### config.mk
export PLATFORM = sky130hd
export DESIGN_NAME = flash_ctl
export DESIGN_NICKNAME = d
export VERILOG_FILES = /design/src/flash_ctl_pkg.sv /design/src/erase_engine.sv /design/src/flash_ctl.sv
export SDC_FILE = /design/constraint.sdc
export NUM_CORES = 1
export LEC_CHECK = 0
export BUFFER_PORTS_ARGS = -buffer_cell sky130_fd_sc_hd__buf_2
export CORE_AREA = 2 2 167 169
export DETAILED_ROUTE_END_ITERATION = 6
export DIE_AREA = 0 0 169 171
export PLACE_DENSITY_LB_ADDON = 0.15
export SLEW_MARGIN = 20
export SYNTH_ARGS = -nofsm -noshare
export SYNTH_HDL_FRONTEND = slang
export SYNTH_SLANG_ARGS = --single-unit
### constraint.sdc
create_clock -name ref_clk -period 2.2 [get_ports ref_clk]
set_clock_uncertainty 0.05 [all_clocks]
set_input_delay 0.44 -clock ref_clk [delete_from_list [all_inputs] [get_ports ref_clk]]
set_output_delay 0.44 -clock ref_clk [all_outputs]
set_load 0.05 [all_outputs]
### src/flash_ctl_pkg.sv
package flash_ctl_pkg;

   // ------------------------------------------------------------
   // Register addresses (byte addresses as printed)
   // ------------------------------------------------------------
   localparam logic [31:0] CODE_FLASH_CONTROL_ADDR = 32'hFFFF_FE60;
   localparam logic [31:0] PARAM_FLASH_CONTROL_ADDR = 32'h0FFF_FE64;
   localparam logic [31:0] CODE_FLASH_UNLOCK_ADDR = 32'h0FFF_FE68;

   // ------------------------------------------------------------
   // Memory map
   // ------------------------------------------------------------
   localparam logic [31:0] RAM_BASE = 32'h0001_9000;
   localparam logic [31:0] RAM_SIZE = 32'h0000_1000;
   localparam logic [31:0] CODE_BASE_PROG = 32'h0000_0000;
   localparam logic [31:0] CODE_BASE_ROM = 32'h0001_0000;
   localparam logic [31:0] CODE_SIZE = 32'h0000_8000;
   localparam logic [31:0] PARAM_BASE = 32'h0001_8800;
   localparam logic [31:0] PARAM_SIZE = 32'h0000_0800;

   // ------------------------------------------------------------
   // Control register fields
   // ------------------------------------------------------------
   localparam int BUSY_BIT = 11;
   localparam int INFO_BIT = 10;
   localparam int PAGE_ERASE_BIT = 9;
   localparam int MASS_ERASE_BIT = 8;
   localparam int CODE_PAGE_W = 5;
   localparam int PARAM_PAGE_W = 6;
   localparam logic [31:0] UNLOCK_KEY = 32'h42DC_157E;
   localparam logic [31:0] ZERO_WORD = 32'h0000_0000;

   // ------------------------------------------------------------
   // Status word bits
   // ------------------------------------------------------------
   localparam int STAT_FALLBACK_BIT = 2;
   localparam int STAT_LOG_BAD_BIT = 7;

   // ------------------------------------------------------------
   // Erase timing
   // ------------------------------------------------------------
   localparam int CLK_MHZ = 250;
   localparam int PAGE_ERASE_US = 20;
   localparam int MASS_ERASE_US = 40;
   localparam int PAGE_ERASE_CYC = PAGE_ERASE_US * CLK_MHZ;
   localparam int MASS_ERASE_CYC = MASS_ERASE_US * CLK_MHZ;
   localparam int CNT_W = 16;

   // ------------------------------------------------------------
   // Fallback identification strings (block command codes)
   // ------------------------------------------------------------
   localparam logic [7:0] CMD_ID_FIRST = 8'h99;
   localparam logic [7:0] CMD_ID_LAST = 8'h9E;
   localparam logic [47:0] SERIAL_DEFAULT = 48'h3030_3030_3030;

   typedef enum {ST_IDLE, ST_PAGE, ST_MASS} erase_e;
   typedef enum {BT_CFG, BT_LOG, BT_RUN} boot_e;

endpackage

### src/erase_engine.sv
`timescale 1ns/1ps
module erase_engine #(
   parameter int PAGE_CYC = 5000,
   parameter int MASS_CYC = 10000
) (
   // Clock and reset
   input wire logic ref_clk,
   input wire logic rst_n,
   // Request
   input wire logic page_req,
   input wire logic mass_req,
   // Status
   output logic busy,
   output logic done
);
   flash_ctl_pkg::erase_e state_ff, nxt_state;
   logic [flash_ctl_pkg::CNT_W-1:0] cnt_ff, nxt_cnt;
   logic done_ff, nxt_done;

   always_comb
   begin
      nxt_state = state_ff;
      nxt_cnt = cnt_ff;
      nxt_done = 1'b0;
      case (state_ff)
         flash_ctl_pkg::ST_IDLE:
         begin
            // Mass takes priority over page
            if (mass_req)
            begin
               nxt_state = flash_ctl_pkg::ST_MASS;
               nxt_cnt = flash_ctl_pkg::CNT_W'(MASS_CYC - 1);
            end
            else if (page_req)
            begin
               nxt_state = flash_ctl_pkg::ST_PAGE;
               nxt_cnt = flash_ctl_pkg::CNT_W'(PAGE_CYC - 1);
            end
         end
         flash_ctl_pkg::ST_PAGE, flash_ctl_pkg::ST_MASS:
         begin
            if (cnt_ff == '0)
            begin
               nxt_state = flash_ctl_pkg::ST_IDLE;
               nxt_done = 1'b1;
            end
            else
               nxt_cnt = cnt_ff - 1'b1;
         end
         default:
            nxt_state = flash_ctl_pkg::ST_IDLE;
      endcase
   end

   always_ff @(posedge ref_clk or negedge rst_n)
   begin
      if (!rst_n)
      begin
         state_ff <= flash_ctl_pkg::ST_IDLE;
         cnt_ff <= '0;
         done_ff <= 1'b0;
      end
      else
      begin
         state_ff <= nxt_state;
         cnt_ff <= nxt_cnt;
         done_ff <= nxt_done;
      end
   end

   assign busy = (state_ff != flash_ctl_pkg::ST_IDLE);
   assign done = done_ff;
endmodule

### src/flash_ctl.sv
`timescale 1ns/1ps
// What this block does
// - At power-up, checksum config section and compare with stored checksum.
// - On config mismatch, load fallback configuration with nothing defined.
// - Fallback identification commands 0x99-0x9E hold fixed strings; serial 000000.
// - Fallback load sets status word bit 2.
// - Erased data flash always fails the config checksum.
// - Store-all-defaults regenerates config checksum.
// - Log checksum updated on each log event or host clear.
// - Bad log checksum at power-up clears logs and sets status bit 7.
// - RAM lies at 0x19000, 4kB.
// - Code flash at 0 or 0x10000 (ROM mode); data flash 0x18800, 2kB.
// - Flash and RAM accesses complete in a single cycle, no cache.
// - Code control bit 11 reads 1 while code flash busy.
// - Bit 10 selects information block instead of main array.
// - Code bit 9 erases selected page, clears when done.
// - Code bit 8 erases whole array, clears when done.
// - Code page index bits 4:0, reset zero; bits 7:5 reserved (stored and read back here, not forced to zero).
// - Data control bit 11 reads 1 while data flash busy.
// - Data bit 9 erases selected page, clears when done.
// - Data bit 8 erases whole data flash, clears when done.
// - Data page index bits 5:0, reset zero; bits 7:6 reserved.
// - Code flash writes need unlock key; key clears after a write.
module flash_ctl (
   // Clock and reset
   input wire logic ref_clk,
   input wire logic rst_n,
   // Register port
   input wire logic reg_wr,
   input wire logic reg_rd,
   input wire logic [31:0] reg_addr,
   input wire logic [31:0] reg_wdata,
   output logic [31:0] reg_rdata,
   // Processor memory port
   input wire logic mem_req,
   input wire logic mem_wr,
   input wire logic [31:0] mem_addr,
   input wire logic rom_mode,
   output logic mem_hit_ram,
   output logic mem_hit_code,
   output logic mem_hit_param,
   output logic mem_ack,
   output logic code_wr_allowed,
   // Integrity checks
   input wire logic cfg_sum_valid,
   input wire logic [31:0] cfg_sum_calc,
   input wire logic [31:0] cfg_sum_stored,
   input wire logic cfg_erased,
   input wire logic store_defaults,
   input wire logic [31:0] cfg_sum_new,
   input wire logic log_sum_valid,
   input wire logic [31:0] log_sum_calc,
   input wire logic [31:0] log_sum_stored,
   input wire logic log_event,
   input wire logic log_clear,
   input wire logic [7:0] id_cmd,
   output logic [31:0] cfg_sum_write,
   output logic cfg_sum_write_en,
   output logic log_sum_update,
   output logic log_wipe,
   output logic load_fallback,
   output logic boot_done,
   output logic [47:0] id_default,
   output logic [15:0] vendor_status_word,
   // Flash array control
   output logic code_info_block_select,
   output logic param_info_block_select,
   output logic [4:0] code_erase_page,
   output logic [5:0] param_erase_page
);
   // ------------------------------------------------------------
   // Control registers
   // ------------------------------------------------------------
   logic code_info_ff, nxt_code_info;
   logic param_info_ff, nxt_param_info;
   logic code_pe_ff, nxt_code_pe, code_me_ff, nxt_code_me;
   logic param_pe_ff, nxt_param_pe, param_me_ff, nxt_param_me;
   logic [7:0] code_low_ff, nxt_code_low;
   logic [5:0] param_page_ff, nxt_param_page;
   logic [31:0] key_ff, nxt_key;
   logic [31:0] rdata_ff, nxt_rdata;
   logic code_busy, code_done, param_busy, param_done;
   logic code_start_pe, code_start_me, param_start_pe, param_start_me;
   logic wr_code, wr_param, wr_key;

   function automatic logic in_range(input logic [31:0] a, input logic [31:0] base, input logic [31:0] size);
      in_range = (a >= base) && (a < base + size);
   endfunction

   assign wr_code = reg_wr && (reg_addr == flash_ctl_pkg::CODE_FLASH_CONTROL_ADDR);
   assign wr_param = reg_wr && (reg_addr == flash_ctl_pkg::PARAM_FLASH_CONTROL_ADDR);
   assign wr_key = reg_wr && (reg_addr == flash_ctl_pkg::CODE_FLASH_UNLOCK_ADDR);

   assign code_start_pe = wr_code && !code_busy && reg_wdata[flash_ctl_pkg::PAGE_ERASE_BIT];
   assign code_start_me = wr_code && !code_busy && reg_wdata[flash_ctl_pkg::MASS_ERASE_BIT];
   assign param_start_pe = wr_param && !param_busy && reg_wdata[flash_ctl_pkg::PAGE_ERASE_BIT];
   assign param_start_me = wr_param && !param_busy && reg_wdata[flash_ctl_pkg::MASS_ERASE_BIT];

   erase_engine #(
      .PAGE_CYC(flash_ctl_pkg::PAGE_ERASE_CYC),
      .MASS_CYC(flash_ctl_pkg::MASS_ERASE_CYC)
   ) u_code_erase (
      .ref_clk(ref_clk),
      .rst_n(rst_n),
      .page_req(code_start_pe),
      .mass_req(code_start_me),
      .busy(code_busy),
      .done(code_done)
   );

   erase_engine #(
      .PAGE_CYC(flash_ctl_pkg::PAGE_ERASE_CYC),
      .MASS_CYC(flash_ctl_pkg::MASS_ERASE_CYC)
   ) u_param_erase (
      .ref_clk(ref_clk),
      .rst_n(rst_n),
      .page_req(param_start_pe),
      .mass_req(param_start_me),
      .busy(param_busy),
      .done(param_done)
   );

   function automatic logic mem_hit_code_c();
      mem_hit_code_c = in_range(mem_addr, rom_mode ? flash_ctl_pkg::CODE_BASE_ROM : flash_ctl_pkg::CODE_BASE_PROG,
                                flash_ctl_pkg::CODE_SIZE);
   endfunction

   always_comb
   begin
      nxt_code_info = code_info_ff;
      nxt_param_info = param_info_ff;
      nxt_code_low = code_low_ff;
      nxt_param_page = param_page_ff;
      nxt_code_pe = code_pe_ff;
      nxt_code_me = code_me_ff;
      nxt_param_pe = param_pe_ff;
      nxt_param_me = param_me_ff;
      nxt_key = key_ff;
      nxt_rdata = rdata_ff;
      if (wr_code)
      begin
         nxt_code_info = reg_wdata[flash_ctl_pkg::INFO_BIT];
         if (!code_busy)
            nxt_code_low = reg_wdata[7:0];
      end
      if (wr_param)
      begin
         nxt_param_info = reg_wdata[flash_ctl_pkg::INFO_BIT];
         if (!param_busy)
            nxt_param_page = reg_wdata[flash_ctl_pkg::PARAM_PAGE_W-1:0];
      end
      if (code_done)
         nxt_code_pe = 1'b0;
      if (code_start_pe && !code_start_me)
         nxt_code_pe = 1'b1;
      if (code_done)
         nxt_code_me = 1'b0;
      if (code_start_me)
         nxt_code_me = 1'b1;
      if (param_done)
         nxt_param_pe = 1'b0;
      if (param_start_pe && !param_start_me)
         nxt_param_pe = 1'b1;
      if (param_done)
         nxt_param_me = 1'b0;
      if (param_start_me)
         nxt_param_me = 1'b1;
      if (mem_req && mem_wr && mem_hit_code_c())
         nxt_key = flash_ctl_pkg::ZERO_WORD;
      if (wr_key)
         nxt_key = reg_wdata;
      // Request bits masked by busy: they clear one cycle after the engine idles
      if (reg_rd)
      begin
         nxt_rdata = flash_ctl_pkg::ZERO_WORD;
         if (reg_addr == flash_ctl_pkg::CODE_FLASH_CONTROL_ADDR)
            nxt_rdata[11:0] = {code_busy, code_info_ff, code_pe_ff & code_busy, code_me_ff & code_busy, code_low_ff};
         else if (reg_addr == flash_ctl_pkg::PARAM_FLASH_CONTROL_ADDR)
            nxt_rdata[11:0] = {param_busy, param_info_ff, param_pe_ff & param_busy, param_me_ff & param_busy, 2'b00,
                               param_page_ff};
         else if (reg_addr == flash_ctl_pkg::CODE_FLASH_UNLOCK_ADDR)
            nxt_rdata = key_ff;
      end
   end

   always_ff @(posedge ref_clk or negedge rst_n)
   begin
      if (!rst_n)
      begin
         code_info_ff <= 1'b0;
         param_info_ff <= 1'b0;
         code_low_ff <= 8'h00;
         param_page_ff <= 6'h00;
         code_pe_ff <= 1'b0;
         code_me_ff <= 1'b0;
         param_pe_ff <= 1'b0;
         param_me_ff <= 1'b0;
         key_ff <= flash_ctl_pkg::ZERO_WORD;
         rdata_ff <= flash_ctl_pkg::ZERO_WORD;
      end
      else
      begin
         code_info_ff <= nxt_code_info;
         param_info_ff <= nxt_param_info;
         code_low_ff <= nxt_code_low;
         param_page_ff <= nxt_param_page;
         code_pe_ff <= nxt_code_pe;
         code_me_ff <= nxt_code_me;
         param_pe_ff <= nxt_param_pe;
         param_me_ff <= nxt_param_me;
         key_ff <= nxt_key;
         rdata_ff <= nxt_rdata;
      end
   end

   // ------------------------------------------------------------
   // Memory decode, one-cycle answer
   // ------------------------------------------------------------
   logic hit_ram_ff, hit_code_ff, hit_param_ff, ack_ff, wr_ok_ff;

   always_ff @(posedge ref_clk or negedge rst_n)
   begin
      if (!rst_n)
      begin
         hit_ram_ff <= 1'b0;
         hit_code_ff <= 1'b0;
         hit_param_ff <= 1'b0;
         ack_ff <= 1'b0;
         wr_ok_ff <= 1'b0;
      end
      else
      begin
         hit_ram_ff <= mem_req && in_range(mem_addr, flash_ctl_pkg::RAM_BASE, flash_ctl_pkg::RAM_SIZE);
         hit_code_ff <= mem_req && mem_hit_code_c();
         hit_param_ff <= mem_req && in_range(mem_addr, flash_ctl_pkg::PARAM_BASE, flash_ctl_pkg::PARAM_SIZE);
         ack_ff <= mem_req;
         wr_ok_ff <= mem_req && mem_wr && mem_hit_code_c() && (key_ff == flash_ctl_pkg::UNLOCK_KEY) && !code_busy;
      end
   end

   // ------------------------------------------------------------
   // Power-up integrity checks
   // ------------------------------------------------------------
   flash_ctl_pkg::boot_e boot_ff, nxt_boot;
   logic fallback_ff, nxt_fallback, logbad_ff, nxt_logbad;
   logic load_ff, nxt_load, wipe_ff, nxt_wipe, done_ff, nxt_done;
   logic sumwr_ff, nxt_sumwr, logupd_ff, nxt_logupd;
   logic [31:0] sumval_ff, nxt_sumval;

   always_comb
   begin
      nxt_boot = boot_ff;
      nxt_fallback = fallback_ff;
      nxt_logbad = logbad_ff;
      nxt_load = 1'b0;
      nxt_wipe = 1'b0;
      nxt_done = done_ff;
      nxt_sumwr = 1'b0;
      nxt_sumval = sumval_ff;
      nxt_logupd = 1'b0;
      case (boot_ff)
         flash_ctl_pkg::BT_CFG:
            if (cfg_sum_valid)
            begin
               nxt_boot = flash_ctl_pkg::BT_LOG;
               if (cfg_erased || (cfg_sum_calc != cfg_sum_stored))
               begin
                  nxt_load = 1'b1;
                  nxt_fallback = 1'b1;
               end
            end
         flash_ctl_pkg::BT_LOG:
            if (log_sum_valid)
            begin
               nxt_boot = flash_ctl_pkg::BT_RUN;
               nxt_done = 1'b1;
               if (log_sum_calc != log_sum_stored)
               begin
                  nxt_wipe = 1'b1;
                  nxt_logbad = 1'b1;
               end
            end
         flash_ctl_pkg::BT_RUN:
         begin
            if (store_defaults)
            begin
               nxt_sumwr = 1'b1;
               nxt_sumval = cfg_sum_new;
            end
            nxt_logupd = log_event || log_clear;
         end
         default:
            nxt_boot = flash_ctl_pkg::BT_CFG;
      endcase
   end

   always_ff @(posedge ref_clk or negedge rst_n)
   begin
      if (!rst_n)
      begin
         boot_ff <= flash_ctl_pkg::BT_CFG;
         fallback_ff <= 1'b0;
         logbad_ff <= 1'b0;
         load_ff <= 1'b0;
         wipe_ff <= 1'b0;
         done_ff <= 1'b0;
         sumwr_ff <= 1'b0;
         sumval_ff <= flash_ctl_pkg::ZERO_WORD;
         logupd_ff <= 1'b0;
      end
      else
      begin
         boot_ff <= nxt_boot;
         fallback_ff <= nxt_fallback;
         logbad_ff <= nxt_logbad;
         load_ff <= nxt_load;
         wipe_ff <= nxt_wipe;
         done_ff <= nxt_done;
         sumwr_ff <= nxt_sumwr;
         sumval_ff <= nxt_sumval;
         logupd_ff <= nxt_logupd;
      end
   end

   logic [47:0] id_ff;

   always_ff @(posedge ref_clk or negedge rst_n)
   begin
      if (!rst_n)
         id_ff <= 48'h0000_0000_0000;
      else if (id_cmd == flash_ctl_pkg::CMD_ID_LAST)
         id_ff <= flash_ctl_pkg::SERIAL_DEFAULT;
      else if (id_cmd >= flash_ctl_pkg::CMD_ID_FIRST && id_cmd < flash_ctl_pkg::CMD_ID_LAST)
         id_ff <= {40'h00_0000_0000, id_cmd};
      else
         id_ff <= 48'h0000_0000_0000;
   end

   assign reg_rdata = rdata_ff;
   assign mem_hit_ram = hit_ram_ff;
   assign mem_hit_code = hit_code_ff;
   assign mem_hit_param = hit_param_ff;
   assign mem_ack = ack_ff;
   assign code_wr_allowed = wr_ok_ff;
   assign cfg_sum_write = sumval_ff;
   assign cfg_sum_write_en = sumwr_ff;
   assign log_sum_update = logupd_ff;
   assign log_wipe = wipe_ff;
   assign load_fallback = load_ff;
   assign boot_done = done_ff;
   assign id_default = id_ff;
   assign vendor_status_word = {8'h00, logbad_ff, 4'h0, fallback_ff, 2'b00};
   assign code_info_block_select = code_info_ff;
   assign param_info_block_select = param_info_ff;
   assign code_erase_page = code_low_ff[flash_ctl_pkg::CODE_PAGE_W-1:0];
   assign param_erase_page = param_page_ff;
endmodule

==> Word level (Yosys, flattened, before mapping) <==
Cells that the tools add are included.
{ "word_totals": {"romBits": 0, "reg_bits": 306, "memories": 0, "input_bits": 277, "ram_bits": 0, "output_inout_bits": 151, "latchBits": 0} }
{ "op_classes": {"muxes": 48, "n_reduce_logical": 55, "eq_ne": 21, "shifts": 0, "div": 0, "n_addsub": 3, "bitwise": 7, "magnitude_cmp": 8, "n_mul": 0} }
{ "op_table": {"columns": ["op", "count"], "rows": [
  ["$mux 32", 11],
  ["$pmux 32 s2", 2],
  ["$eq 32x1->1 const B", 3],
  ["$eq 32x2->1 const B", 3],
  ["$logic_not 32->1", 3],
  ["$mux 16", 6],
  ["$pmux 32 s3", 1],
  ["$eq 32x28->1 const B", 2],
  ["$ge 32x17->1 const B", 2],
  ["$lt 32x17->1 const B", 2],
  ["$ne 32x32->1", 2],
  ["$pmux 16 s2", 2],
  ["$reduce_bool 32->1", 2],
  ["$mux 46", 1],
  ["$mux 20", 2],
  ["$eq 32x31->1 const B", 1],
  ["$eq 32x32->1 const B", 1],
  ["$ge 32x17->1", 1],
  ["$logic_not 16->1", 2],
  ["$lt 32x18->1", 1],
  ["$sub 16x1->16 const B", 2],
  ["$mux 12", 2],
  ["$logic_and 1x1->1", 22],
  ["$mux 1", 19],
  ["17 further kinds", 47]
]} }

==> Logic depth before layout (Yosys ltp) <==
{ "logic_depth": {"word_depth": 7, "depth_mapped": 10} }

==> Cells and area by module <==
Synthesis repeated with hierarchy kept, for this count alone.
{ "unflattened": {"cells_unflattened": 923, "hier_area_um2": 9414.0} }
{ "modules_own_cells": {"columns": ["module", "seq_area_each_um2", "cells_per_inst", "area_per_inst_um2", "n_inst"], "rows": [
  ["flash_ctl", 3478.3, 619, 6784.0, 1],
  ["erase_engine", 475.5, 152, 1315.0, 2]
]} }

==> Worst setup path before layout <==
OpenSTA, ideal clock, no wires.
{ "synth_timing": {"kind": "register to register", "start": "reg u_code_erase.cnt_ff[0] (netlist bit)", "end": "reg u_code_erase.cnt_ff[0] (netlist bit)", "path_slack_ps": -106, "path_stages_with_launch": 11, "setup_time_ps": 77, "synth_period_minus_slack_ps": 2306, "t_arrival_ps": 2179, "n_path_buf": 2, "cell_sequence": "dfrtp_1 inv_1 ha_1 or3b_1 buf_2 nor4_4 a31oi_1 and2_1 buf_2 and3_1 a21oi_1"} }
{ "synth_between": {"elab_chain_cells": 3, "word_cells_on_any_way": 6, "cone_classes": "add/sub: 1; eq/ne: 1; mux: 2; reduce/logical: 2"} }
{ "synth_lines": {"columns": ["element", "line", "rtl"], "rows": [
  ["from (decl)", "erase_engine.sv:17", "logic [flash_ctl_pkg::CNT_W-1:0] cnt_ff, nxt_cnt;"],
  ["from (signal assigned)", "erase_engine.sv:66", "cnt_ff <= nxt_cnt;"],
  ["$sub 16x1->16 / $logic_not 16->1 (equally long branches)", "erase_engine.sv:48, erase_engine.sv:42", null],
  ["$mux 16 / $ne 2x2->1 (equally long branches)", null, null],
  ["$pmux 16 s2 / $reduce_and 3->1 (equally long branches)", null, null]
]} }
Parallel ways exist; a longest one is shown, timed or not. The select of a mux whose other input is x is not followed.
A chain may end at the register's enable or synchronous reset.

==> Worst setup path in the final report <==
{ "layout_timing": {"start": "reg u_code_erase.cnt_ff[0] (netlist bit)", "end": "reg u_code_erase.cnt_ff[6] (netlist bit)"} }
The elaborated chain is that of the path after synthesis.

==> run summary <==
synth unique cells -> 73
Sink Count -> 177
Startpoint Class -> flop
Seq pwr share -> 40.7%
Routability Congestion -> 0.834
Max Cap Viol -> 0
Syn Std Cell Area -> 9090 um^2
sequential share of the synthesized area -> 48.7%
run status -> complete, but fails checks
final instance area -> 12600 um^2
H-tree lvl count -> 4
chip height -> 171 um
Worst-Skew Late Latency -> 0.42 ns
Finished Core Util -> 46.2%
RSZ-0062 raised after global routing -> true
die width -> 169 um
fraction of registers with async set/reset -> 100%
Crit. End Element -> flop
initial antenna violation count -> 0
first-pass GRT wire length -> 40800 um
Setup violations, final -> 3
synth top area cells -> dfrtp_1 (49%), nand2_1 (7.2%), buf_4 (5.1%), xnor2_1 (4.5%), a22o_1 (3.6%)
count leader, synth -> dfrtp_1
Initial Utilization -> 33.3%
Non-Filler Instances -> 1750
Yosys warning count -> 0
CTS max path bufs -> 2
internal power -> 5740 uW
placed inst area -> 11800 um^2
Synth Flop Type -> dfrtp_1
crit share post-route -> 101%
drt wl/cell -> 15.3 um
vias in the first global route -> 7921
first-pass iteration count of the detailed router -> 6
Final nets -> 1675
synthesized flop and latch total -> 177
Worst-Margin Slew -> 1.05 ns
post-route setup TNS -> -0.0438 ns
TritonCTS buffer count -> 17
Slew Limit Fails -> 0
PwrDens -> 723 nW/um^2
DRC viols -> 0
CTS clk-pin slew, worst paths -> 0.07 ns
antenna-violating nets left -> 0
die area -> 28900 um^2
Mean Syn Cell Area -> 9.70 um^2
share of cells above drive strength 1 -> 41.1%
via density per instance -> 4.78
Worst Path Max Fanout -> 5
critical path required time -> 2.45 ns
Fmax -> 449 MHz
top-area cell type share of the netlist area -> 48.7%
largest net degree at the start of global routing -> 55
grt ovf -> 0
Reg2Reg Depth -> 8
WS Path Type -> flop to flop
peak supply drop -> 455 uV
CTS Root Buffer Type -> clkbuf_16
most frequent cells after synthesis -> dfrtp_1 (177), nand2_1 (175), buf_4 (62)
# IOs -> 428
ANT cells -> 0
core area -> 27300 um^2
Tot GR Track Use -> 17.8%
Fin. Hold Viols -> 0
worst hold path type -> input pin to flop
clock group share of total power -> 31.6%
Leak -> 0.00641 uW
Synth area leader -> dfrtp_1
Switch Pwr -> 3380 uW
combinational share of power -> 27.6%
DR vias -> 8365
Detailed Route WL -> 26800 um
Crit path arrival time -> 2.48 ns
Final min period -> 2.23 ns
HPWL after detailed placement -> 20800 um
failing checks -> negative setup slack
cells after synthesis -> 937
max_slew headroom -> 30.0%
DRT iter0 DRCs -> 484
Area Growth Syn to Fin -> 38.7%
WHS Path Cells -> 1
switching share of power -> 37.1%
Cell Rows -> 61
Placed Instances -> 1706
setup ws final -> -0.0284 ns
Port Buffer Count -> 383
CTS tree -> yes
number of enable flip-flop cells after synthesis -> 0
## power groups by stage
stage / clock (uW) / sequential, uW / combinational (uW)
floorplan: 0 / 4820 / 725
finish: 2890 / 3720 / 2520
detailed placement: 0 / 3780 / 2550
global placement: 0 / 3770 / 2540
global route: 3110 / 3760 / 2720
CTS: 2990 / 3720 / 2560
## cell type report
cell class / instances / area (um^2)
tap: 346 / 433
clock inverter: 11 / 97.6
sequential: 177 / 4430
inverter: 51 / 191
timing repair buffer: 493 / 2840
clock buffer: 20 / 457
multi-input combinational: 652 / 4160
fill: 2718 / 14700
## worst max-delay path: stages, from the launching register on
cell and delay (ns):
dfrtp_1 0.40, inv_2 0.09, ha_4 0.13, or3b_4 0.40, buf_6 0.14, buf_6 0.12
or3_4 0.34, and3_4 0.18, a211o_1 0.26
## placed cells by master, fill, tap and decap left out, types with 7 or more instances in the layout
cell / synthesis / final
and2_1: 8 / 7
xor2_1: 17 / 17
o21ai_0: 19 / 12
dfrtp_1: 177 / 177
nand2_1: 175 / 175
inv_1: 50 / 48
buf_6: 2 / 9
conb_1: 1 / 45
nor2_1: 31 / 28
clkbuf_16: 0 / 17
o22ai_1: 30 / 30
nor4_1: 22 / 21
nand2b_1: 8 / 8
a22o_1: 37 / 37
xnor2_1: 47 / 47
buf_4: 62 / 96
buf_2: 14 / 382
mux2_2: 8 / 8
a21oi_1: 20 / 16
a31oi_1: 11 / 9
nand4_1: 26 / 26
nor3_1: 19 / 14
nand3_1: 13 / 11
## registers in the layout (all words and copies together), names as in the netlist, 2 cells and up
register	flops
id_default	9
u_param_erase.cnt_ff	16
cfg_sum_write	32
param_erase_page	6
u_code_erase.cnt_ff	16
code_low_ff	8
boot_ff	2
u_code_erase.state_ff	2
reg_rdata	32
u_param_erase.state_ff	2
key_ff	32
## through the flow
stage	hold WS [ns]	setup slack, ns	total power (uW)
floorplan	0.0944	-0.0733	5550
global placement	0.396	-0.297	6310
detailed placement	0.396	-0.367	6330
CTS	0.0677	-0.114	9260
global route	0.0672	-0.0861	9590
finish	0.0935	-0.0284	9120
## layer usage
metal	part of all wire (%)	up-vias	track usage [%]	routed length, um
met3	5.9	23	3.01	1580
met4	2.1	0	5.98	558
met5	0	-	0	0
met1	43	3912	23.2	11500
met2	49	324	30.2	13200
li1	-	4106	-	-
## path summary, 6_finish.rpt
| check | start | endpoint | slack (ns) |
|---|---|---|---|
| min in group asynchronous | rst_n | reg_rdata[22] | 0.51 |
| max reg2reg | u_code_erase.cnt_ff[0] | u_code_erase.cnt_ff[6] | -0.03 |
| min reg2reg | u_param_erase.done | param_me_ff | 0.40 |
| min | mem_req | mem_ack | 0.09 |
| max | u_code_erase.cnt_ff[0] | u_code_erase.cnt_ff[6] | -0.03 |
| max in group asynchronous | rst_n | u_code_erase.cnt_ff[5] | 1.01 |
## cell families after synthesis
kind of cell / count (synthesis) / synth area share (%)
xor gates and xnor gates: 64 / 6.17
and+or+nand+nor: 364 / 20.9
DFF: 177 / 48.7
AOI/OAI and AO/OA: 163 / 13.0
buffers and inverters: 152 / 9.19
other: 1 / 0.0412
adders and majority gates: 6 / 0.826
muxes: 10 / 1.21
## timing repair
item,4_1_cts,5_1_grt
pin swaps,14,10
setup endpoints to repair,11,39
cloned,0,0
hold buffers,1,0
buffers inserted,7,6
resized for setup,24,21
endpoints found under the hold margin,48,0
Note: power is estimated with default switching activity, not from simulation.
